===== config.mk =====
export PLATFORM = sky130hd
export DESIGN_NAME = serial_rx
export DESIGN_NICKNAME = d
export VERILOG_FILES = /design/src/serial_rx_pkg.sv /design/src/rx_fifo.sv /design/src/serial_rx.sv
export VERILOG_INCLUDE_DIRS = /design/src
export SDC_FILE = /design/constraint.sdc
export NUM_CORES = 1
export LEC_CHECK = 0
export BUFFER_PORTS_ARGS = -buffer_cell sky130_fd_sc_hd__buf_4
export CORE_MARGIN = 2
export CORE_UTILIZATION = 40
export DETAILED_ROUTE_END_ITERATION = 10
export SLEW_MARGIN = 20
export SYNTH_ARGS = -nofsm -noshare
export SYNTH_HDL_FRONTEND = slang
export SYNTH_SLANG_ARGS = --single-unit

===== constraint.sdc =====
create_clock -name clock -period 3.1 [get_ports clock]
set_clock_uncertainty 0.05 [all_clocks]
set_input_delay 0 -clock clock [delete_from_list [all_inputs] [get_ports clock]]
set_output_delay 0 -clock clock [all_outputs]
set_load 0.02 [all_outputs]

===== src/serial_rx_defs.svh =====
`ifndef SERIAL_RX_DEFS_SVH
`define SERIAL_RX_DEFS_SVH
// oversampling and bit sampling points
`define OVS_TICKS 16
`define SAMPLE_A 4'h6
`define SAMPLE_B 4'h7
`define SAMPLE_C 4'h8
`define SAMPLE_LAST 4'hF
// transfer-mode field values
`define DPX_HALF_RX 2'h1
`define DPX_FULL 2'h3
// fifo usable depth per transfer mode
`define FIFO_DEPTH_HALF 3'h4
`define FIFO_DEPTH_FULL 3'h2
// receive fill level value meaning the full depth
`define FILL_LEVEL_FULL 2'h0
// data width in bits
`define FRAME_BITS 9
`endif


===== src/serial_rx_pkg.sv =====
package serial_rx_pkg;
	typedef enum logic [1:0] {
		mode_uart,
		mode_io_clk_in,
		mode_io_clk_out
	} line_mode_e;
	typedef enum logic [1:0] {
		rx_idle,
		rx_start,
		rx_data,
		rx_stop
	} rx_state_e;
	typedef logic [8:0] frame_t;
endpackage : serial_rx_pkg


===== src/rx_fifo.sv =====
`timescale 1ns/10ps
// small synchronous fifo; limit lets software shrink the usable depth
module rx_fifo #(
	parameter int WIDTH = 8,
	parameter int DEPTH = 8
) (
	input wire logic clock,
	input wire logic srst,
	input wire logic flush,
	input wire logic [$clog2(DEPTH):0] limit,
	input wire logic in_valid,
	output logic in_ready,
	input wire logic [WIDTH-1:0] in_data,
	output logic out_valid,
	input wire logic out_ready,
	output logic [WIDTH-1:0] out_data,
	output logic [$clog2(DEPTH):0] count
);
	localparam int AW = $clog2(DEPTH);
	logic [WIDTH-1:0] mem_reg [DEPTH];
	logic [AW-1:0] wptr_reg;
	logic [AW-1:0] rptr_reg;
	logic [AW:0] count_reg;
	logic push;
	logic pop;

	// full is judged against the configured limit, not only the array size
	assign in_ready = (count_reg < limit) && (count_reg < (AW+1)'(DEPTH));
	assign out_valid = (count_reg != '0);
	assign out_data = mem_reg[rptr_reg];
	assign count = count_reg;
	assign push = in_valid && in_ready;
	assign pop = out_valid && out_ready;

	// storage
	always_ff @(posedge clock) begin
		if (push) begin
			mem_reg[wptr_reg] <= in_data;
		end
	end

	// pointers and fill count
	always_ff @(posedge clock) begin
		if (srst || flush) begin
			wptr_reg <= '0;
			rptr_reg <= '0;
			count_reg <= '0;
		end else begin
			if (push) begin
				wptr_reg <= (wptr_reg == AW'(DEPTH-1)) ? '0 : wptr_reg + 1'b1;
			end
			if (pop) begin
				rptr_reg <= (rptr_reg == AW'(DEPTH-1)) ? '0 : rptr_reg + 1'b1;
			end
			count_reg <= count_reg + (AW+1)'(push) - (AW+1)'(pop);
		end
	end

	overflow_guard_a: assert property (@(posedge clock) disable iff (srst)
		!(count_reg > (AW+1)'(DEPTH))) else $error("fifo count exceeds depth");
endmodule : rx_fifo


===== src/serial_rx.sv =====
`timescale 1ns/10ps
`include "serial_rx_defs.svh"
// Behaviour
// - three mode-dependent error flags
// - status read clears all error flags
// - no fifo: late frame sets overrun
// - fifo absorbs frames; overrun only when full
// - clock output stops at overrun point
// - parity mismatch sets parity flag
// - clock in, double buffer: clock with empty tx sets underrun
// - clock out, double buffer: underrun after output stops
// - stop bit zero sets framing error
// - sixteen ticks per bit, majority of three
// - frame starts on valid start bit
// - io sampling edge per clock direction
// - shift bits, interrupt on full frame
// - double buffer sets buffer-full flag
// - fifo takes buffer data, fill-level interrupt
// - receive enable; auto-inhibit clears it
// - single buffer stops clock each frame
// - double buffer stops clock when both full
// - fifo full stops clock; read restarts
// - read via buffer; ninth bit field
// - wake-up: interrupt only ninth bit one
// - fifo depth four half, two full
module serial_rx
	import serial_rx_pkg::*;
#(
	parameter int FIFO_DEPTH = 8
) (
	input wire logic clock,
	input wire logic srst,
	input wire logic serial_tick,
	input wire logic rx_line,
	input wire logic shift_clock_in,
	input wire logic [1:0] line_mode,
	input wire logic double_buffer_enable,
	input wire logic fifo_enable,
	input wire logic [1:0] transfer_mode,
	input wire logic [1:0] rx_fill_level,
	input wire logic auto_stop_on_count,
	input wire logic fifo_clear,
	input wire logic nine_bit_mode,
	input wire logic parity_enable,
	input wire logic parity_odd,
	input wire logic wakeup_select,
	input wire logic edge_select,
	input wire logic receive_enable_set,
	input wire logic receive_enable_clear,
	input wire logic status_read,
	input wire logic buffer_read,
	input wire logic tx_data_available,
	input wire logic tx_shift_empty,
	output logic receive_enable_bit,
	output logic overrun_flag,
	output logic parity_underrun_flag,
	output logic framing_flag,
	output logic rx_buffer_full_flag,
	output logic [7:0] data_buffer_reg,
	output logic ninth_bit_field,
	output logic receive_interrupt,
	output logic shift_clock_out
);
	line_mode_e mode;
	rx_state_e state_reg;
	logic [2:0] rx_sync_reg;
	logic [2:0] sck_sync_reg;
	logic [2:0] tick_sync_reg;
	logic rx_level_reg;
	logic sck_level_reg;
	logic tick_level_reg;
	logic tick_rise;
	logic sck_rise;
	logic sck_fall;
	logic [3:0] os_cnt_reg;
	logic [3:0] bit_cnt_reg;
	logic [2:0] votes_reg;
	logic [8:0] shift_reg;
	logic parity_bit_reg;
	logic sample_now;
	logic majority;
	logic frame_done;
	logic [8:0] frame_word;
	logic frame_parity_bad;
	logic frame_stop_bad;
	logic buf_full_reg;
	logic shift_held_reg;
	logic [8:0] held_word_reg;
	logic out_clk_reg;
	logic out_clk_stop;
	logic out_clk_stopped_reg;
	logic fifo_in_ready;
	logic fifo_out_valid;
	logic [7:0] fifo_out_data;
	logic [$clog2(FIFO_DEPTH):0] fifo_count;
	logic [$clog2(FIFO_DEPTH):0] fifo_limit;
	logic fifo_active;
	logic buf_to_fifo;
	logic [3:0] data_bits;
	logic [8:0] buf_word_reg;
	localparam int CW = $clog2(FIFO_DEPTH) + 1;

	assign mode = line_mode_e'(line_mode);
	assign data_bits = (nine_bit_mode || (mode == mode_uart && parity_enable)) ? 4'h9 : 4'h8;
	// nine-bit frames cannot be kept in the byte-wide fifo
	assign fifo_active = fifo_enable && double_buffer_enable && !nine_bit_mode;
	assign fifo_limit = (transfer_mode == `DPX_FULL) ? CW'(`FIFO_DEPTH_FULL)
		: CW'(`FIFO_DEPTH_HALF);

	// pin synchronisers: decision once second and third stages agree
	always_ff @(posedge clock) begin
		if (srst) begin
			rx_sync_reg <= 3'h7;
			sck_sync_reg <= 3'h0;
			tick_sync_reg <= 3'h0;
			rx_level_reg <= 1'b1;
			sck_level_reg <= 1'b0;
			tick_level_reg <= 1'b0;
		end else begin
			rx_sync_reg <= {rx_sync_reg[1:0], rx_line};
			sck_sync_reg <= {sck_sync_reg[1:0], shift_clock_in};
			tick_sync_reg <= {tick_sync_reg[1:0], serial_tick};
			if (rx_sync_reg[1] == rx_sync_reg[2]) begin
				rx_level_reg <= rx_sync_reg[2];
			end
			if (sck_sync_reg[1] == sck_sync_reg[2]) begin
				sck_level_reg <= sck_sync_reg[2];
			end
			if (tick_sync_reg[1] == tick_sync_reg[2]) begin
				tick_level_reg <= tick_sync_reg[2];
			end
		end
	end
	assign tick_rise = tick_sync_reg[2] && tick_sync_reg[1] && !tick_level_reg;
	assign sck_rise = sck_sync_reg[2] && sck_sync_reg[1] && !sck_level_reg;
	assign sck_fall = !sck_sync_reg[2] && !sck_sync_reg[1] && sck_level_reg;

	// io sampling strobe: output clock rising edge, or chosen input edge
	always_comb begin
		sample_now = 1'b0;
		case (mode)
			mode_io_clk_out: sample_now = tick_rise && !out_clk_reg && !out_clk_stop
				&& receive_enable_bit;
			mode_io_clk_in: sample_now = edge_select ? sck_fall : sck_rise;
			default: sample_now = 1'b0;
		endcase
	end
	assign majority = (votes_reg[0] & votes_reg[1]) | (votes_reg[0] & votes_reg[2])
		| (votes_reg[1] & votes_reg[2]);

	// receive sequencer: 16x oversampling in uart, clocked shifting in io
	always_ff @(posedge clock) begin
		if (srst) begin
			state_reg <= rx_idle;
			os_cnt_reg <= 4'h0;
			bit_cnt_reg <= 4'h0;
			votes_reg <= 3'h0;
			shift_reg <= 9'h000;
			frame_done <= 1'b0;
			frame_stop_bad <= 1'b0;
		end else begin
			frame_done <= 1'b0;
			if (!receive_enable_bit) begin
				state_reg <= rx_idle;
				bit_cnt_reg <= 4'h0;
			end else if (mode != mode_uart) begin
				if (sample_now) begin
					shift_reg <= {rx_level_reg, shift_reg[8:1]};
					frame_stop_bad <= 1'b0;
					if (bit_cnt_reg == 4'h7) begin
						bit_cnt_reg <= 4'h0;
						frame_done <= 1'b1;
					end else begin
						bit_cnt_reg <= bit_cnt_reg + 4'h1;
					end
				end
			end else if (tick_rise) begin
				os_cnt_reg <= os_cnt_reg + 4'h1;
				if (os_cnt_reg == `SAMPLE_A) votes_reg[0] <= rx_level_reg;
				if (os_cnt_reg == `SAMPLE_B) votes_reg[1] <= rx_level_reg;
				if (os_cnt_reg == `SAMPLE_C) votes_reg[2] <= rx_level_reg;
				case (state_reg)
					rx_idle: begin
						os_cnt_reg <= 4'h0;
						if (!rx_level_reg) begin
							state_reg <= rx_start;
						end
					end
					rx_start: begin
						// a glitch shorter than half a bit is not a start bit
						if (os_cnt_reg == `SAMPLE_LAST) begin
							state_reg <= majority ? rx_idle : rx_data;
							bit_cnt_reg <= 4'h0;
						end
					end
					rx_data: begin
						if (os_cnt_reg == `SAMPLE_LAST) begin
							shift_reg <= {majority, shift_reg[8:1]};
							bit_cnt_reg <= bit_cnt_reg + 4'h1;
							if (bit_cnt_reg == data_bits - 4'h1) begin
								state_reg <= rx_stop;
							end
						end
					end
					rx_stop: begin
						// only the first stop bit is checked at its centre
						if (os_cnt_reg == `SAMPLE_C + 4'h1) begin
							frame_stop_bad <= !majority;
							frame_done <= 1'b1;
							state_reg <= rx_idle;
						end
					end
					default: state_reg <= rx_idle;
				endcase
			end
		end
	end

	// align the assembled word to the lsb and split off the parity bit
	always_comb begin
		frame_word = (data_bits == 4'h9) ? shift_reg : {1'b0, shift_reg[8:1]};
		parity_bit_reg = frame_word[8];
		frame_parity_bad = (mode == mode_uart) && parity_enable && !nine_bit_mode
			&& ((^frame_word[7:0] ^ parity_odd) != parity_bit_reg);
	end

	// buffer chain: shift register, buffer, then fifo
	assign buf_to_fifo = fifo_active && buf_full_reg && fifo_in_ready;
	always_ff @(posedge clock) begin
		if (srst) begin
			buf_full_reg <= 1'b0;
			shift_held_reg <= 1'b0;
			held_word_reg <= 9'h000;
			buf_word_reg <= 9'h000;
		end else begin
			if (buf_to_fifo || (buffer_read && !fifo_active)) begin
				buf_full_reg <= 1'b0;
			end
			if (frame_done) begin
				if (!buf_full_reg || buf_to_fifo || (buffer_read && !fifo_active)) begin
					buf_word_reg <= frame_word;
					buf_full_reg <= 1'b1;
				end else if (mode == mode_io_clk_out) begin
					// frame waits in the shift register while the clock is stopped
					shift_held_reg <= 1'b1;
					held_word_reg <= frame_word;
				end
			end else if (shift_held_reg && (!buf_full_reg || buf_to_fifo)) begin
				buf_word_reg <= held_word_reg;
				buf_full_reg <= 1'b1;
				shift_held_reg <= 1'b0;
			end
		end
	end

	// cpu view: fifo head while the fifo runs, else the buffer; parity is not kept in fifo
	always_ff @(posedge clock) begin
		if (srst) begin
			data_buffer_reg <= 8'h00;
			ninth_bit_field <= 1'b0;
		end else if (!fifo_active) begin
			data_buffer_reg <= buf_word_reg[7:0];
			ninth_bit_field <= buf_word_reg[8];
		end else if (fifo_out_valid) begin
			data_buffer_reg <= fifo_out_data;
		end
	end

	rx_fifo #(
		.WIDTH(8),
		.DEPTH(FIFO_DEPTH)
	) u_fifo (
		.clock(clock),
		.srst(srst),
		.flush(fifo_clear || !fifo_active),
		.limit(fifo_limit),
		.in_valid(buf_to_fifo),
		.in_ready(fifo_in_ready),
		.in_data(buf_word_reg[7:0]),
		.out_valid(fifo_out_valid),
		.out_ready(buffer_read && fifo_active),
		.out_data(fifo_out_data),
		.count(fifo_count)
	);

	// output shift clock: halts when the buffer is full in single buffer mode, else when the whole receive chain is occupied
	always_comb begin
		if (!double_buffer_enable) begin
			out_clk_stop = buf_full_reg;
		end else if (!fifo_active) begin
			out_clk_stop = buf_full_reg && shift_held_reg;
		end else begin
			out_clk_stop = shift_held_reg && !fifo_in_ready;
		end
	end
	always_ff @(posedge clock) begin
		if (srst) begin
			out_clk_reg <= 1'b1;
			out_clk_stopped_reg <= 1'b0;
		end else begin
			out_clk_stopped_reg <= out_clk_stop;
			if (mode != mode_io_clk_out || !receive_enable_bit) begin
				out_clk_reg <= 1'b1;
			end else if (tick_rise && (!out_clk_stop || !out_clk_reg)) begin
				out_clk_reg <= !out_clk_reg;
			end
		end
	end
	assign shift_clock_out = out_clk_reg;

	// receive enable: software sets it, auto-inhibit clears it when all full
	always_ff @(posedge clock) begin
		if (srst) begin
			receive_enable_bit <= 1'b0;
		end else if (fifo_active && auto_stop_on_count && shift_held_reg
			&& !fifo_in_ready) begin
			receive_enable_bit <= 1'b0;
		end else if (receive_enable_set) begin
			receive_enable_bit <= 1'b1;
		end else if (receive_enable_clear) begin
			receive_enable_bit <= 1'b0;
		end
	end

	// error flags: hardware set wins over the clearing status read
	always_ff @(posedge clock) begin
		if (srst) begin
			overrun_flag <= 1'b0;
			parity_underrun_flag <= 1'b0;
			framing_flag <= 1'b0;
		end else begin
			if (status_read) begin
				overrun_flag <= 1'b0;
				parity_underrun_flag <= 1'b0;
				framing_flag <= 1'b0;
			end
			if (frame_done && mode != mode_io_clk_out && buf_full_reg && !buf_to_fifo
				&& !(buffer_read && !fifo_active)) begin
				overrun_flag <= 1'b1;
			end
			if (frame_done && frame_parity_bad) begin
				parity_underrun_flag <= 1'b1;
			end
			if (mode == mode_io_clk_in && double_buffer_enable && sample_now
				&& bit_cnt_reg == 4'h0 && tx_shift_empty && !tx_data_available) begin
				parity_underrun_flag <= 1'b1;
			end
			if (mode == mode_io_clk_out && double_buffer_enable && out_clk_stop
				&& !out_clk_stopped_reg) begin
				parity_underrun_flag <= 1'b1;
			end
			if (frame_done && mode == mode_uart && frame_stop_bad) begin
				framing_flag <= 1'b1;
			end
		end
	end

	// interrupt: per frame, or at the fill level with fifo; wake-up filter
	always_ff @(posedge clock) begin
		if (srst) begin
			receive_interrupt <= 1'b0;
			rx_buffer_full_flag <= 1'b0;
		end else begin
			rx_buffer_full_flag <= buf_full_reg && double_buffer_enable;
			if (fifo_active) begin
				receive_interrupt <= buf_to_fifo && (fifo_count + CW'(1) ==
					((rx_fill_level == `FILL_LEVEL_FULL) ? fifo_limit
					: CW'(rx_fill_level)));
			end else begin
				receive_interrupt <= frame_done && !(wakeup_select && nine_bit_mode
					&& !frame_word[8]);
			end
		end
	end

	framing_io_zero_a: assert property (@(posedge clock) disable iff (srst)
		(mode != mode_uart && !status_read && $past(!framing_flag)) |-> !framing_flag)
		else $error("framing flag set in io mode");
	read_clears_a: assert property (@(posedge clock) disable iff (srst)
		status_read && !frame_done |=> !framing_flag) else $error("read did not clear");
	fifo_depth_a: assert property (@(posedge clock) disable iff (srst)
		fifo_count <= fifo_limit) else $error("fifo past usable depth");
	clock_halt_a: assert property (@(posedge clock) disable iff (srst)
		out_clk_stop && out_clk_reg |=> $stable(out_clk_reg)) else $error("clock ran");
	wakeup_filter_a: assert property (@(posedge clock) disable iff (srst)
		frame_done && !fifo_active && wakeup_select && nine_bit_mode && !frame_word[8]
		|=> !receive_interrupt) else $error("wake-up interrupt leaked");
	buffer_full_a: assert property (@(posedge clock) disable iff (srst)
		frame_done && !buf_full_reg |=> buf_full_reg) else $error("buffer not loaded");
	overrun_set_a: assert property (@(posedge clock) disable iff (srst)
		frame_done && mode == mode_uart && buf_full_reg && !fifo_active && !buffer_read
		|=> overrun_flag && $stable(data_buffer_reg)) else $error("overrun missed");
	auto_stop_a: assert property (@(posedge clock) disable iff (srst)
		fifo_active && auto_stop_on_count && shift_held_reg && !fifo_in_ready
		|=> !receive_enable_bit) else $error("auto-inhibit failed");
	frame_seen_c: cover property (@(posedge clock) disable iff (srst) frame_done);
	overrun_seen_c: cover property (@(posedge clock) disable iff (srst) $rose(overrun_flag));
	fifo_full_c: cover property (@(posedge clock) disable iff (srst) !fifo_in_ready);
endmodule : serial_rx


Yosys cells after proc, flatten, opt, wreduce, memory -nomap -nowiden
Memory sizes are Yosys's and may differ from the RTL's. A register that Yosys moved wholly into a read port is not among the register bits. Index checks and enable logic that the tools add are counted.

Bits in registers: 83. Memory bits (writable): 64. Output and inout port bits: 16. Word-level logic and storage cells: 259. Memories: 1.

Add/sub/neg operators: 8. $lt $le $gt $ge: 2. Equality and inequality tests: 34. Mux-type cells: 67. Bitwise logic cells: 9. Reductions and logical operators: 106.

Memories: u_fifo.mem_reg (words 8, bits a word 8, read ports 1, clocked after Yosys merged registers in 1, wr ports 1, RTL line rx_fifo.sv:20) `logic [WIDTH-1:0] mem_reg [DEPTH];`.

Operator list (count): 9-bit two-way mux (9); 1-bit logical AND (48); 1-bit two-way mux (34); 4-bit two-way mux (7); 2-bit nonzero test (10); 1-bit logical NOT (18); 3-bit two-way mux (6); 4-bit equality test, second input constant (4); 8-bit two-way mux (2); 2-bit != test, second input constant (8); 5-bit AND reduction (3); 4-bit by 1-bit adder with 4-bit output, second input constant (3); 4-bit by 3-bit equality test with 1-bit output, second input constant (3); 2-bit two-way mux (6); 4-bit AND reduction (3); 3-bit AND reduction (3); 2-bit equality test, second input constant (4); 1-bit logical OR (8); 2-bit one-hot mux with 4 select lines (1); 4-bit one-hot mux with 2 select lines (1); 4-bit nonzero test (2); 8-bit XOR reduction (1); 7-bit AND reduction (1); 3-bit by 1-bit adder with 3-bit output, second input constant (2); other kinds (23) (39).

Depth between registers and ports, before layout
Gate-level depths: netlist of run 1.

Depth in word-level cells: 18. Gate-level depth with buffers: 12.

By module
Synthesis of run 1 repeated with hierarchy kept, for this count alone.

Cell total of the unflattened synthesis: 591. Area, all modules: 6915.4 um^2.

By module, submodules not included: serial_rx (instances 1, cells an instance 412, area each 3677.3 um^2, sequential area each 1461.4 um^2); rx_fifo (instances 1, cells an instance 179, area each 3238.1 um^2, sequential area each 2182.1 um^2).

Worst setup path after synthesis of run 1
No wires, ideal clock.

Path kind: reg2reg. From: reg u_fifo.count_reg[2], in the netlist u_fifo.count[2]. To: mem u_fifo.mem_reg[1][0], enable pin. Library setup time: 0.383 ns. Arrival: 2.169 ns. Data required time: 2.667 ns. Setup slack: 0.498 ns. Cell stages (with the launch flop): 7. Path buffers: 0. Cells stage by stage: dfxtp_1 ha_1 a2111oi_4 nand2_1 inv_1 nand2_1 nor3_1.

Longest elaborated chain between the ends: 6. Elaborated cells between the ends (all ways): 7.

RTL lines: start, declared (RTL line rx_fifo.sv:23) `logic [AW:0] count_reg;`; start signal, assigned (RTL line rx_fifo.sv:55) `count_reg <= count_reg + (AW+1)'(push) - (AW+1)'(pop);`; 4-bit by 3-bit less-than comparator with 1-bit output / 4-bit less-than comparator (equally long branches) (RTL line rx_fifo.sv:28) `assign in_ready = (count_reg < limit) && (count_reg < (AW+1)'(DEPTH));`; 1-bit logical AND * (RTL line rx_fifo.sv:28); 1-bit logical AND (RTL line serial_rx.sv:228) `assign buf_to_fifo = fifo_active && buf_full_reg && fifo_in_ready;`; 1-bit logical AND * (RTL line rx_fifo.sv:32) `assign push = in_valid && in_ready;`; named net u_fifo.push (RTL line rx_fifo.sv:24) `logic push;`; 1-bit two-way mux * (RTL line rx_fifo.sv:37) `if (push) begin`; 1-bit two-way mux (implied by the code) * (RTL line rx_fifo.sv:38) `mem_reg[wptr_reg] <= in_data;`; end, declared (RTL line rx_fifo.sv:20).

The timed path passes the listed nets; every way through them passes the cells marked *.

Final worst setup path of run 1
From: reg u_fifo.count_reg[1], in the netlist u_fifo.count[1]. To: reg receive_interrupt.

Longest elaborated chain between the ends: 5. Elaborated cells between the ends (all ways): 8.

RTL lines: parallel branches: the longest is 3 deep, another holds 4-bit by 1-bit adder with 4-bit output; 1-bit logical AND * (RTL line serial_rx.sv:366) `receive_interrupt <= buf_to_fifo && (fifo_count + CW'(1) ==`; 1-bit two-way mux * (RTL line serial_rx.sv:365) `if (fifo_active) begin`; end signal, assigned (RTL line serial_rx.sv:366); end signal, assigned (RTL line serial_rx.sv:370) `receive_interrupt <= frame_done && !(wakeup_select && nine_bit_mode`; end, declared (RTL line serial_rx.sv:61) `output logic receive_interrupt,`.

Every way passes the cells marked *. A chain may end at the register's enable or synchronous reset.

==> load_flow_metrics.sql, run 1 <==
INSERT INTO impl_metrics (metric_group, metric, value, unit) VALUES
('place', 'detailed_place_hpwl', '9.90', 'mm'),
('route', 'dr.first_iter.drc_count', '344', ''),
('clock_tree', 'post-cts-setup-buffer-count', '0', ''),
('floorplan', 'initial_core_util', '40.8', '%'),
('critical_path', 'critical-path-max-stage-delay', '0.58', 'ns'),
('sta', 'fmax', '363', 'MHz'),
('critical_path', 'setup.worst_path.class', 'reg2reg', ''),
('global_routing', 'grt_pass1_vias', '4640', ''),
('critical_path', 'cp_num_buf_inv', '2', ''),
('synth', 'yosys_cell_types', '61', ''),
('floorplan', 'fp.dieW', '134', 'um'),
('route', 'wl_per_cell', '16.0', 'um'),
('critical_path', 'endpoint_kind', 'flop', ''),
('critical_path', 'critical_path_required', '3.38', 'ns'),
('synth', 'yosys-top-cells-area', 'sky130_fd_sc_hd__edfxtp_1 28%, sky130_fd_sc_hd__dfxtp_1 25%, sky130_fd_sc_hd__mux2i_1 6.2%', ''),
('sta', 'finalSetupViolations', '0', ''),
('synth', 'postSynthNetCount', '640', ''),
('clock_tree', 'cts.path.max_buffers', '2', ''),
('synth', 'seq_cells_post_synth', '150', ''),
('critical_path', 'timing.critical_path.cells', 'nand3b_1, a2111oi_4, nand2_1, inv_1, o2111ai_1, dlygate4sd3_1, a21oi_1', ''),
('global_routing', 'antenna_found_initial', '0', ''),
('global_routing', 'grt_start_max_net_pins', '78', ''),
('route', 'via_count', '4538', ''),
('critical_path', 'critPathLaunchType', 'flop', ''),
('cells_and_area', 'cell_area_after_layout', '0.00804', 'mm2'),
('sta', 'tns', '0', 'ns'),
('min_path', 'hold_class', 'in2reg', ''),
('synth', 'synth_ff_type', 'sky130_fd_sc_hd__dfxtp_1', ''),
('global_routing', 'grt_util_all_layers', '16.8', '%'),
('cells_and_area', 'fillCellCount', '1524', ''),
('route', 'routed_wirelength', '14.1', 'mm'),
('cells_and_area', 'nNetsFinal', '699', ''),
('clock_tree', 'clock_pin_slew_of_the_registers_on_the_worst_case_setup_and_hold_paths', '0.06', 'ns'),
('power_and_ir_drop', 'p_per_area', '516', 'mW/mm2'),
('cells_and_area', 'most-common-layout-cells', '86 x sky130_fd_sc_hd__dfxtp_1, 65 x sky130_fd_sc_hd__nor2_1, 64 x sky130_fd_sc_hd__edfxtp_1', ''),
('clock_tree', 'cts_tree', 'built', ''),
('cells_and_area', 'utilization', '48.5', '%'),
('synth', 'post_synth_instance_area', '0.00676', 'mm2'),
('power_and_ir_drop', 'cellLeakagePower', '3.11', 'nW'),
('cells_and_area', 'mostFrequentLayoutCell', 'sky130_fd_sc_hd__dfxtp_1', ''),
('critical_path', 'crit_path_max_fo', '9', ''),
('sta', 'setup_repair_after_global_routing_missed_its_margin', 'false', ''),
('route', 'detail_route.vias_per_cell', '5.16', ''),
('clock_tree', 'cts_max_level', '4', ''),
('sta', 'timing.final.crit_period', '2.75', 'ns'),
('synth', 'compound_gate_fraction_of_synth_area', '8.62', '%'),
('synth', 'yosys.area_share.xor_xnor', '1.81', '%'),
('sta', 'final_cycle_utilization_of_the_critical_path', '88.8', '%'),
('clock_tree', 'numCtsBuffers', '17', ''),
('sta', 'relSlewSlack', '33.8', '%'),
('power_and_ir_drop', 'internal-power', '0.00326', 'W'),
('synth', 'syn_avg_cell_area', '11.5', 'um2'),
('place', 'port_buffers', '41', ''),
('synth', 'synth_mux_area_share', '12.7', '%'),
('floorplan', 'design.portCount', '42', ''),
('floorplan', 'die_area', '0.0180', 'mm2'),
('synth', 'leading_area_contributor_after_synthesis', 'sky130_fd_sc_hd__edfxtp_1', ''),
('clock_tree', 'clock-root-buffer', 'sky130_fd_sc_hd__clkbuf_16', ''),
('synth', 'synthesis.instances', '588', ''),
('place', 'gp_routability_congestion', '0.833', ''),
('floorplan', 'placeableCoreArea', '0.0166', 'mm2'),
('critical_path', 'arrival', '3.03', 'ns'),
('global_routing', 'globalRouteOverflowTotal', '0', ''),
('run', 'max-cap-violations', '0', ''),
('route', 'drt_pre_antenna_iters', '4', ''),
('floorplan', 'number_of_rows_in_the_core_area', '47', ''),
('power_and_ir_drop', 'power.net_switching', '0.000885', 'W'),
('outcome', 'run_status', 'complete, no violations', ''),
('cells_and_area', 'largest_register_ffs', '64', ''),
('clock_tree', 'worst_skew_pair.late_latency', '0.42', 'ns'),
('power_and_ir_drop', 'seqPwrFrac', '49.5', '%');
-- power groups by stage --
stage	Sequential (W)	Combinational, W	Clock, W
2_1_floorplan	0.00209	0.0000598	0
3_3_place_gp	0.00210	0.000105	0
3_5_place_dp	0.00210	0.000106	0
4_1_cts	0.00205	0.000118	0.00203
5_1_grt	0.00205	0.000130	0.00212
6_report	0.00205	0.000118	0.00198
-- cell families after synthesis --
| logic type | count (synthesis) |
|---|---|
| compound gates | 87 |
| xor+xnor | 14 |
| fa+ha+maj | 27 |
| buf+inv | 57 |
| flops | 150 |
| mux | 65 |
| simple gates | 188 |
-- layout make-up --
type	count	area, um2	share of cell area [%]
Timing Repair Buffer	69	551	6.85
Tap cell	220	275	3.43
Clock buffer	20	457	5.68
Sequential cell	150	3640	45.3
Inverter	28	105	1.31
Multi-Input combinational cell	381	2890	35.9
Clock inverter	12	119	1.48
-- cells in the mapped netlist, drive strengths merged (2+ instances only) --
library cell	number
a211oi	9
nand2b	17
mux2	7
o21ai	11
mux2i	42
dfxtp	86
buf	7
a31oi	2
nor3b	2
a32oi	2
xor2	4
nor4b	2
nor3	15
nand3b	14
o31ai	11
nor2b	11
a21oi	36
ha	25
and2	3
or2	4
nor4	5
mux4	16
or3	3
o22ai	2
nand2	27
xnor2	10
nand4	5
and3	2
clkbuf	22
a21o	2
edfxtp	64
nand3	8
o21a	2
a2111oi	2
nor2	65
inv	28
-- path summary, 6_finish.rpt --
path                                      start                end  cells past startpoint
worst max register to register  u_fifo.count[1]  receive_interrupt                      7
worst max-delay path            u_fifo.count[1]  receive_interrupt                      7
worst min register to register   rx_sync_reg[0]     rx_sync_reg[1]                      1
worst min-delay path                 fifo_clear    u_fifo.count[0]                      3
-- per-layer routing --
layer | vias to the layer above | routed length [um] | global-route usage (%)
met5 | - | 0 | 0
met4 | 0 | 161 | 5.38
met3 | 15 | 447 | 4.16
met2 | 65 | 7040 | 28.3
met1 | 2211 | 6440 | 21.5
li1 | 2247 | - | -
-- worst reg2reg max path: stages (launching register included) --
cell and delay (ns):
sky130_fd_sc_hd__dfxtp_1 0.39, sky130_fd_sc_hd__nand3b_1 0.29, sky130_fd_sc_hd__a2111oi_4 0.50, sky130_fd_sc_hd__nand2_1 0.29
sky130_fd_sc_hd__inv_1 0.22, sky130_fd_sc_hd__o2111ai_1 0.12, sky130_fd_sc_hd__dlygate4sd3_1 0.58, sky130_fd_sc_hd__a21oi_1 0.21
-- stage by stage --
stage	hold WS (ns)	worst slack (ns)	power, W	instances
after floorplan	0.0538	0.498	0.00215	588
after global placement	0.134	0.548	0.00220	835
after detailed placement	0.139	0.412	0.00220	835
after CTS	0.0199	0.376	0.00420	880
after global routing	0.0526	0.122	0.00431	880
final	0.0295	0.346	0.00415	880
(Power assumes the default switching activity.)
==> inputs of run 2 (changes only) <==
- CORE_MARGIN: 2 -> not set
==> run 2 against run 1 <==
Effect of this change: wire length is 0.73% lower; critical path depth unchanged; setup slack gained 0.063 ns; core utilization grew 0.66 points.
==> load_flow_metrics.sql, run 2 (synthesized netlist as in run 1, its figures left out) <==
INSERT INTO impl_metrics (metric_group, metric, value, unit) VALUES
('critical_path', 'timing.critical_path.cells', 'nand3b_1, a2111oi_4, nand2_1, inv_1, o2111ai_1, dlygate4sd3_1, a21oi_1', ''),
('sta', 'final_critical_path_setup_slack', '0.409', 'ns'),
('clock_tree', 'clock_pin_slew_of_the_registers_on_the_worst_case_setup_and_hold_paths', '0.06', 'ns'),
('power_and_ir_drop', 'p_per_area', '547', 'mW/mm2'),
('route', 'wl_per_cell', '15.9', 'um'),
('route', 'drcViolationCount', '0', ''),
('clock_tree', 'cts_max_level', '4', ''),
('power_and_ir_drop', 'cellLeakagePower', '3.15', 'nW'),
('critical_path', 'critical_path.slowest_cell', 'sky130_fd_sc_hd__dlygate4sd3_1', ''),
('cells_and_area', 'nNetsFinal', '699', ''),
('floorplan', 'number_of_rows_in_the_core_area', '47', ''),
('floorplan', 'floorplan.die.height', '132', 'um'),
('floorplan', 'placeableCoreArea', '0.0165', 'mm2'),
('place', 'gp_routability_congestion', '0.811', ''),
('global_routing', 'antenna_found_initial', '0', ''),
('sta', 'worst_slew_pin_slew', '0.969', 'ns'),
('global_routing', 'grt_util_all_layers', '17.2', '%'),
('critical_path', 'endpoint_kind', 'flop', ''),
('sta', 'finalSetupViolations', '0', ''),
('critical_path', 'critical_path_required', '3.39', 'ns'),
('floorplan', 'fp.dieW', '132', 'um'),
('clock_tree', 'numCtsBuffers', '17', ''),
('cells_and_area', 'largest_register_ffs', '64', ''),
('run', 'max-cap-violations', '0', ''),
('outcome', 'run_status', 'complete, no violations', ''),
('global_routing', 'grt_pass1_vias', '4501', ''),
('sta', 'finalHoldViolCount', '0', ''),
('route', 'routed_wirelength', '14.0', 'mm'),
('critical_path', 'arrival', '2.98', 'ns'),
('route', 'antenna_left', '0', ''),
('sta', 'slew_violations', '0', ''),
('cells_and_area', 'total_area_of_sequential_cells', '0.00364', 'mm2'),
('cells_and_area', 'most-common-layout-cells', '86 x sky130_fd_sc_hd__dfxtp_1, 65 x sky130_fd_sc_hd__nor2_1, 64 x sky130_fd_sc_hd__edfxtp_1', ''),
('sta', 'relSlewSlack', '35.0', '%'),
('clock_tree', 'post-cts-setup-buffer-count', '0', ''),
('global_routing', 'globalRouteOverflowTotal', '0', ''),
('cells_and_area', 'cell_area_after_layout', '0.00812', 'mm2'),
('critical_path', 'critical-path-max-stage-delay', '0.58', 'ns'),
('sta', 'setup_repair_after_global_routing_missed_its_margin', 'false', ''),
('critical_path', 'crit_path_max_fo', '9', ''),
('floorplan', 'initial_core_util', '40.9', '%'),
('floorplan', 'design.portCount', '42', ''),
('power_and_ir_drop', 'worst_ir_drop_vdd', '409', 'uV'),
('place', 'port_buffers', '41', ''),
('route', 'detail_route.vias_per_cell', '5.18', ''),
('cells_and_area', 'fillCellCount', '1483', ''),
('sta', 'timing.final.crit_period', '2.69', 'ns'),
('place', 'post_dp_cell_area', '0.00732', 'mm2'),
('global_routing', 'grt_pass1_wl', '23.2', 'mm'),
('sta', 'final_cycle_utilization_of_the_critical_path', '86.8', '%'),
('sta', 'fmax', '372', 'MHz'),
('clock_tree', 'cts.path.max_buffers', '2', ''),
('clock_tree', 'cts_tree', 'built', ''),
('place', 'dpl_worst_slack', '0.449', 'ns'),
('cells_and_area', 'layout-drive-gt1-share', '18.5', '%'),
('cells_and_area', 'antenna_cells', '0', ''),
('clock_tree', 'post_cts_resized', '0', ''),
('cells_and_area', 'multiInputGateArea', '0.00289', 'mm2'),
('floorplan', 'die_area', '0.0174', 'mm2'),
('route', 'via_count', '4556', ''),
('sta', 'tns', '0', 'ns'),
('clock_tree', 'clock-root-buffer', 'sky130_fd_sc_hd__clkbuf_16', ''),
('route', 'dr.first_iter.drc_count', '276', ''),
('cells_and_area', 'synthToLayoutAreaGrowth', '20.0', '%'),
('route', 'drt_pre_antenna_iters', '5', ''),
('global_routing', 'grt_start_max_net_pins', '78', ''),
('clock_tree', 'worst_skew_pair.late_latency', '0.43', 'ns'),
('min_path', 'hold_class', 'in2reg', ''),
('place', 'detailed_place_hpwl', '9.87', 'mm'),
('cells_and_area', 'mostFrequentLayoutCell', 'sky130_fd_sc_hd__dfxtp_1', ''),
('clock_tree', 'clock_sinks', '150', ''),
('critical_path', 'critPathLaunchType', 'flop', ''),
('critical_path', 'setup.worst_path.class', 'reg2reg', '');
## run 2: cell count changes in the layout (fill, tap and decap cells not counted), sizes merged
cell and change:
inv +6, clkinv -4, clkbuf -3, clkinvlp -2
dlygate4sd3 +1, bufinv +3, buf -1
## run 2: worst max-delay path: cells and delay by family, from the launching register on
| family | cells | cell delay [ns] |
|---|---|---|
| DFF | 1 | 0.39 |
| and+or+nand+nor | 2 | 0.56 |
| buffers and inverters | 2 | 0.77 |
| AOI/OAI and AO/OA | 3 | 0.83 |
## run 2: final timing paths
kind | from | to | slack (ns) | cells after the start
worst min-delay path | fifo_clear | u_fifo.wptr_reg[1] | 0.02 | 3
worst min register to register | rx_sync_reg[0] | rx_sync_reg[1] | 0.36 | 1
worst max-delay path | u_fifo.count[1] | receive_interrupt | 0.41 | 7
worst max register to register | u_fifo.count[1] | receive_interrupt | 0.41 | 7
## run 2: report_power, final
group | internal (W) | leakage, nW | switching [W] | total (W)
combinational | 0.0000583 | 1.43 | 0.0000579 | 0.000116
clock | 0.00139 | 0.323 | 0.000883 | 0.00227
sequential | 0.00205 | 1.40 | 0.00000469 | 0.00205
## run 2: what timing repair did
action / 4_1_cts / 5_1_grt
hold endpoints to repair: 11 / 0
endpoints found under the setup margin: 0 / 0
hold buffers: 14 / 0
## run 2: layout make-up
cell class	count	area share [%]
multi-input cells	381	35.6
clock inverters	15	2.82
flip-flops and latches	150	44.9
clock buffers	17	5.24
well taps	220	3.39
repair buffers	69	6.81
inverters	28	1.29
## run 2: metrics by stage
step | util (%) | hold slack (ns) | power (W) | std cells
floorplan | - | 0.0538 | 0.00215 | 588
CTS | 49.1 | 0.0146 | 0.00450 | 880
global placement | 44.3 | 0.134 | 0.00220 | 834
detailed placement | 44.3 | 0.137 | 0.00220 | 834
global route | 49.1 | 0.0393 | 0.00459 | 880
finish | 49.1 | 0.0202 | 0.00444 | 880
## run 2: routing by layer
metal  vias to the layer above  GRT usage [%]  routed length, um
met4                         0           6.01                164
met2                        89           28.5               7020
met5                         -              0                  0
li1                       2242              -                  -
met3                        13           4.04                453
met1                      2212           22.0               6350
==> inputs of run 3 (changes only) <==
- PLACE_DENSITY_LB_ADDON: not set -> 0.25
- SYNTH_HIERARCHICAL: not set -> 1
==> run 3 against run 2 <==
Effect of this change: synthesized cell count grew 0.51%; final cell count grew 1.3%; cell area grew 1.0%; hold slack lost 0.020 ns; clock-buffer cell count grew 3; register-to-register slack lost 0.17 ns; via count grew 1.9%; clock power shrank 17%; core utilization shrank 0.19 points.
==> load_flow_metrics.sql, run 3 <==
INSERT INTO impl_metrics (metric_group, metric, value, unit) VALUES
('floorplan', 'placeableCoreArea', '0.0168', 'mm2'),
('global_routing', 'grt_util_all_layers', '16.5', '%'),
('cells_and_area', 'fillCellCount', '1507', ''),
('synth', 'synth_ff_type', 'sky130_fd_sc_hd__dfxtp_1', ''),
('route', 'detail_route.vias_per_cell', '5.21', ''),
('sta', 'relSlewSlack', '49.0', '%'),
('clock_tree', 'clock_sinks', '150', ''),
('clock_tree', 'clock-root-buffer', 'sky130_fd_sc_hd__clkbuf_16', ''),
('cells_and_area', 'layout-drive-gt1-share', '16.4', '%'),
('route', 'routed_wirelength', '13.8', 'mm'),
('sta', 'slew_violations', '0', ''),
('place', 'numPlacedInstances', '841', ''),
('run', 'max-cap-violations', '0', ''),
('sta', 'setup_repair_after_global_routing_missed_its_margin', 'false', ''),
('critical_path', 'arrival', '3.12', 'ns'),
('route', 'drt_pre_antenna_iters', '4', ''),
('clock_tree', 'cts_tree', 'built', ''),
('route', 'dr.first_iter.drc_count', '218', ''),
('clock_tree', 'numCtsBuffers', '17', ''),
('floorplan', 'number_of_rows_in_the_core_area', '47', ''),
('synth', 'synth_enable_flop_cells', '64', ''),
('clock_tree', 'clock_pin_slew_of_the_registers_on_the_worst_case_setup_and_hold_paths', '0.06', 'ns'),
('synth', 'yosysTopAreaCellShare', '27.8', '%'),
('power_and_ir_drop', 'internal-power', '0.00317', 'W'),
('synth', 'seq_cells_post_synth', '150', ''),
('synth', 'synth.top_cells.by_count', '86 x sky130_fd_sc_hd__dfxtp_1, 64 x sky130_fd_sc_hd__edfxtp_1, 58 x sky130_fd_sc_hd__nor2_1', ''),
('cells_and_area', 'antenna_cells', '0', ''),
('global_routing', 'grt_start_max_net_pins', '72', ''),
('floorplan', 'die_area', '0.0178', 'mm2'),
('min_path', 'hold_class', 'in2reg', ''),
('sta', 'finalHoldViolCount', '0', ''),
('critical_path', 'critical_path_required', '3.36', 'ns'),
('cells_and_area', 'most-common-layout-cells', '85 x sky130_fd_sc_hd__dfxtp_1, 64 x sky130_fd_sc_hd__edfxtp_1, 59 x sky130_fd_sc_hd__buf_4', ''),
('cells_and_area', 'mostFrequentLayoutCell', 'sky130_fd_sc_hd__dfxtp_1', ''),
('sta', 'fmax', '350', 'MHz'),
('global_routing', 'globalRouteOverflowTotal', '0', ''),
('power_and_ir_drop', 'p_per_area', '496', 'mW/mm2'),
('route', 'via_count', '4643', ''),
('sta', 'final_cycle_utilization_of_the_critical_path', '92.2', '%'),
('power_and_ir_drop', 'seqPwrFrac', '50.6', '%'),
('synth', 'yosys-top-cells-area', 'sky130_fd_sc_hd__edfxtp_1 28%, sky130_fd_sc_hd__dfxtp_1 25%, sky130_fd_sc_hd__mux2i_1 6.9%', ''),
('power_and_ir_drop', 'switching_share', '22.0', '%'),
('cells_and_area', 'multiInputGateArea', '0.00305', 'mm2'),
('floorplan', 'fp.dieW', '133', 'um'),
('critical_path', 'setup.worst_path.class', 'reg2reg', ''),
('cells_and_area', 'synthToLayoutAreaGrowth', '18.6', '%'),
('cells_and_area', 'stdcell_count', '891', ''),
('route', 'antenna_left', '0', ''),
('sta', 'worst_slew_pin_slew', '0.764', 'ns'),
('synth', 'yosys.cell_count.top_type', 'sky130_fd_sc_hd__dfxtp_1', ''),
('global_routing', 'grt_pass1_vias', '4613', ''),
('clock_tree', 'cts.path.max_buffers', '2', ''),
('floorplan', 'floorplan.die.height', '133', 'um'),
('synth', 'leading_area_contributor_after_synthesis', 'sky130_fd_sc_hd__edfxtp_1', ''),
('synth', 'yosys_cell_types', '64', ''),
('floorplan', 'initial_core_util', '41.3', '%'),
('synth', 'synthesis.instances', '591', ''),
('clock_tree', 'cts_max_level', '4', ''),
('critical_path', 'endpoint_kind', 'flop', ''),
('route', 'drcViolationCount', '0', ''),
('power_and_ir_drop', 'worst_ir_drop_vdd', '368', 'uV'),
('place', 'port_buffers', '41', ''),
('power_and_ir_drop', 'cellLeakagePower', '3.07', 'nW'),
('cells_and_area', 'total_area_of_sequential_cells', '0.00364', 'mm2'),
('place', 'gp_routability_congestion', '0.756', ''),
('sta', 'timing.final.crit_period', '2.86', 'ns'),
('power_and_ir_drop', 'power.share.combinational', '3.3', '%'),
('place', 'detailed_place_hpwl', '9.40', 'mm'),
('global_routing', 'grt_pass1_wl', '22.9', 'mm'),
('synth', 'yosys_warnings', '6', ''),
('cells_and_area', 'nNetsFinal', '710', ''),
('global_routing', 'antenna_found_initial', '0', ''),
('clock_tree', 'worst_skew_pair.late_latency', '0.42', 'ns'),
('sta', 'tns', '0', 'ns'),
('synth', 'syn_avg_cell_area', '11.7', 'um2'),
('floorplan', 'design.portCount', '42', ''),
('route', 'wl_per_cell', '15.5', 'um'),
('cells_and_area', 'largest_register_ffs', '64', ''),
('synth', 'synth_sequential_area_ratio', '52.7', '%'),
('critical_path', 'critPathLaunchType', 'flop', ''),
('critical_path', 'crit_path_max_fo', '5', ''),
('critical_path', 'rrSetupSlack', '0.24', 'ns'),
('sta', 'finalSetupViolations', '0', ''),
('synth', 'share_of_synthesized_flip_flops_with_an_asynchronous_set_or_reset', '0', '%'),
('synth', 'post_synth_instance_area', '0.00692', 'mm2'),
('power_and_ir_drop', 'power.share.clock', '46.2', '%'),
('outcome', 'run_status', 'complete, no violations', ''),
('power_and_ir_drop', 'power.net_switching', '0.000895', 'W');
[run 3: cell type report]
| type | count | area share [%] |
|---|---|---|
| Timing Repair Buffer | 74 | 7.23 |
| Inverter | 27 | 1.24 |
| Clock buffer | 20 | 5.45 |
| Multi-Input combinational cell | 388 | 37.1 |
| Tap cell | 220 | 3.36 |
| Clock inverter | 12 | 1.14 |
| Sequential cell | 150 | 44.4 |
[run 3: metal layers]
layer  vias up  track usage (%)  part of all wire (%)
met5         -                0                     0
met4         0             5.37                   1.2
met3        13             3.77                   2.9
met2        62             28.3                    50
met1      2243             20.5                    46
li1       2325                -                     -
[run 3: critical path: stages, from the launching register on]
cell	delay (ns)
sky130_fd_sc_hd__dfxtp_1	0.37
sky130_fd_sc_hd__ha_1	0.24
sky130_fd_sc_hd__o211ai_1	0.24
sky130_fd_sc_hd__o21ai_1	0.14
sky130_fd_sc_hd__inv_2	0.11
sky130_fd_sc_hd__and3_1	0.22
sky130_fd_sc_hd__o211ai_1	0.21
sky130_fd_sc_hd__ha_1	0.34
sky130_fd_sc_hd__inv_1	0.04
sky130_fd_sc_hd__ha_1	0.20
sky130_fd_sc_hd__fa_1	0.38
sky130_fd_sc_hd__xnor2_1	0.16
sky130_fd_sc_hd__nor2_1	0.06
[run 3: power groups by stage]
stage               Clock [W]  Sequential, W  Combinational (W)
CTS                   0.00192        0.00206           0.000133
finish                0.00188        0.00206           0.000133
detailed placement          0        0.00210           0.000119
global placement            0        0.00210           0.000117
floorplan                   0        0.00210          0.0000616
global route          0.00202        0.00206           0.000146
[run 3: final timing paths]
kind | to | cells past startpoint | from
worst min register to register | rx_sync_reg[1] | 1 | rx_sync_reg[0]
worst max register to register | u_fifo/count[2] | 12 | u_fifo/count[1]
worst min-delay path | u_fifo/count[3] | 4 | fifo_clear
worst max-delay path | u_fifo/count[2] | 12 | u_fifo/count[1]
[run 3: per-stage QoR]
step	worst slack (ns)	total power [W]	util [%]	hold WS (ns)	area, um2
4_1_cts	0.0158	0.00411	48.7	0.00850	8170
3_5_place_dp	0.0274	0.00222	44.6	0.142	7480
3_3_place_gp	0.107	0.00222	44.6	0.139	7480
6_report	0.242	0.00407	48.9	0.000313	8200
2_1_floorplan	0.122	0.00216	-	0.0538	6920
5_1_grt	0.0280	0.00422	48.9	0.0289	8200
[run 3: what timing repair did]
item                       in CTS  in global routing
setup endpoints to repair       0                 12
buffers inserted                0                  3
gates resized for setup         0                  4
hold endpoints to repair       12                  0
hold buffers                   15                  0
[run 3: logic make-up after synthesis]
kind of cell	synth area share [%]
AO/OA/AOI/OAI	7.80
XOR/XNOR	1.86
adder cells (fa/ha/maj)	4.96
buffers and inverters	3.44
flip-flops	52.7
multiplexers	14.4
other	0.0542
AND/OR/NAND/NOR	14.8
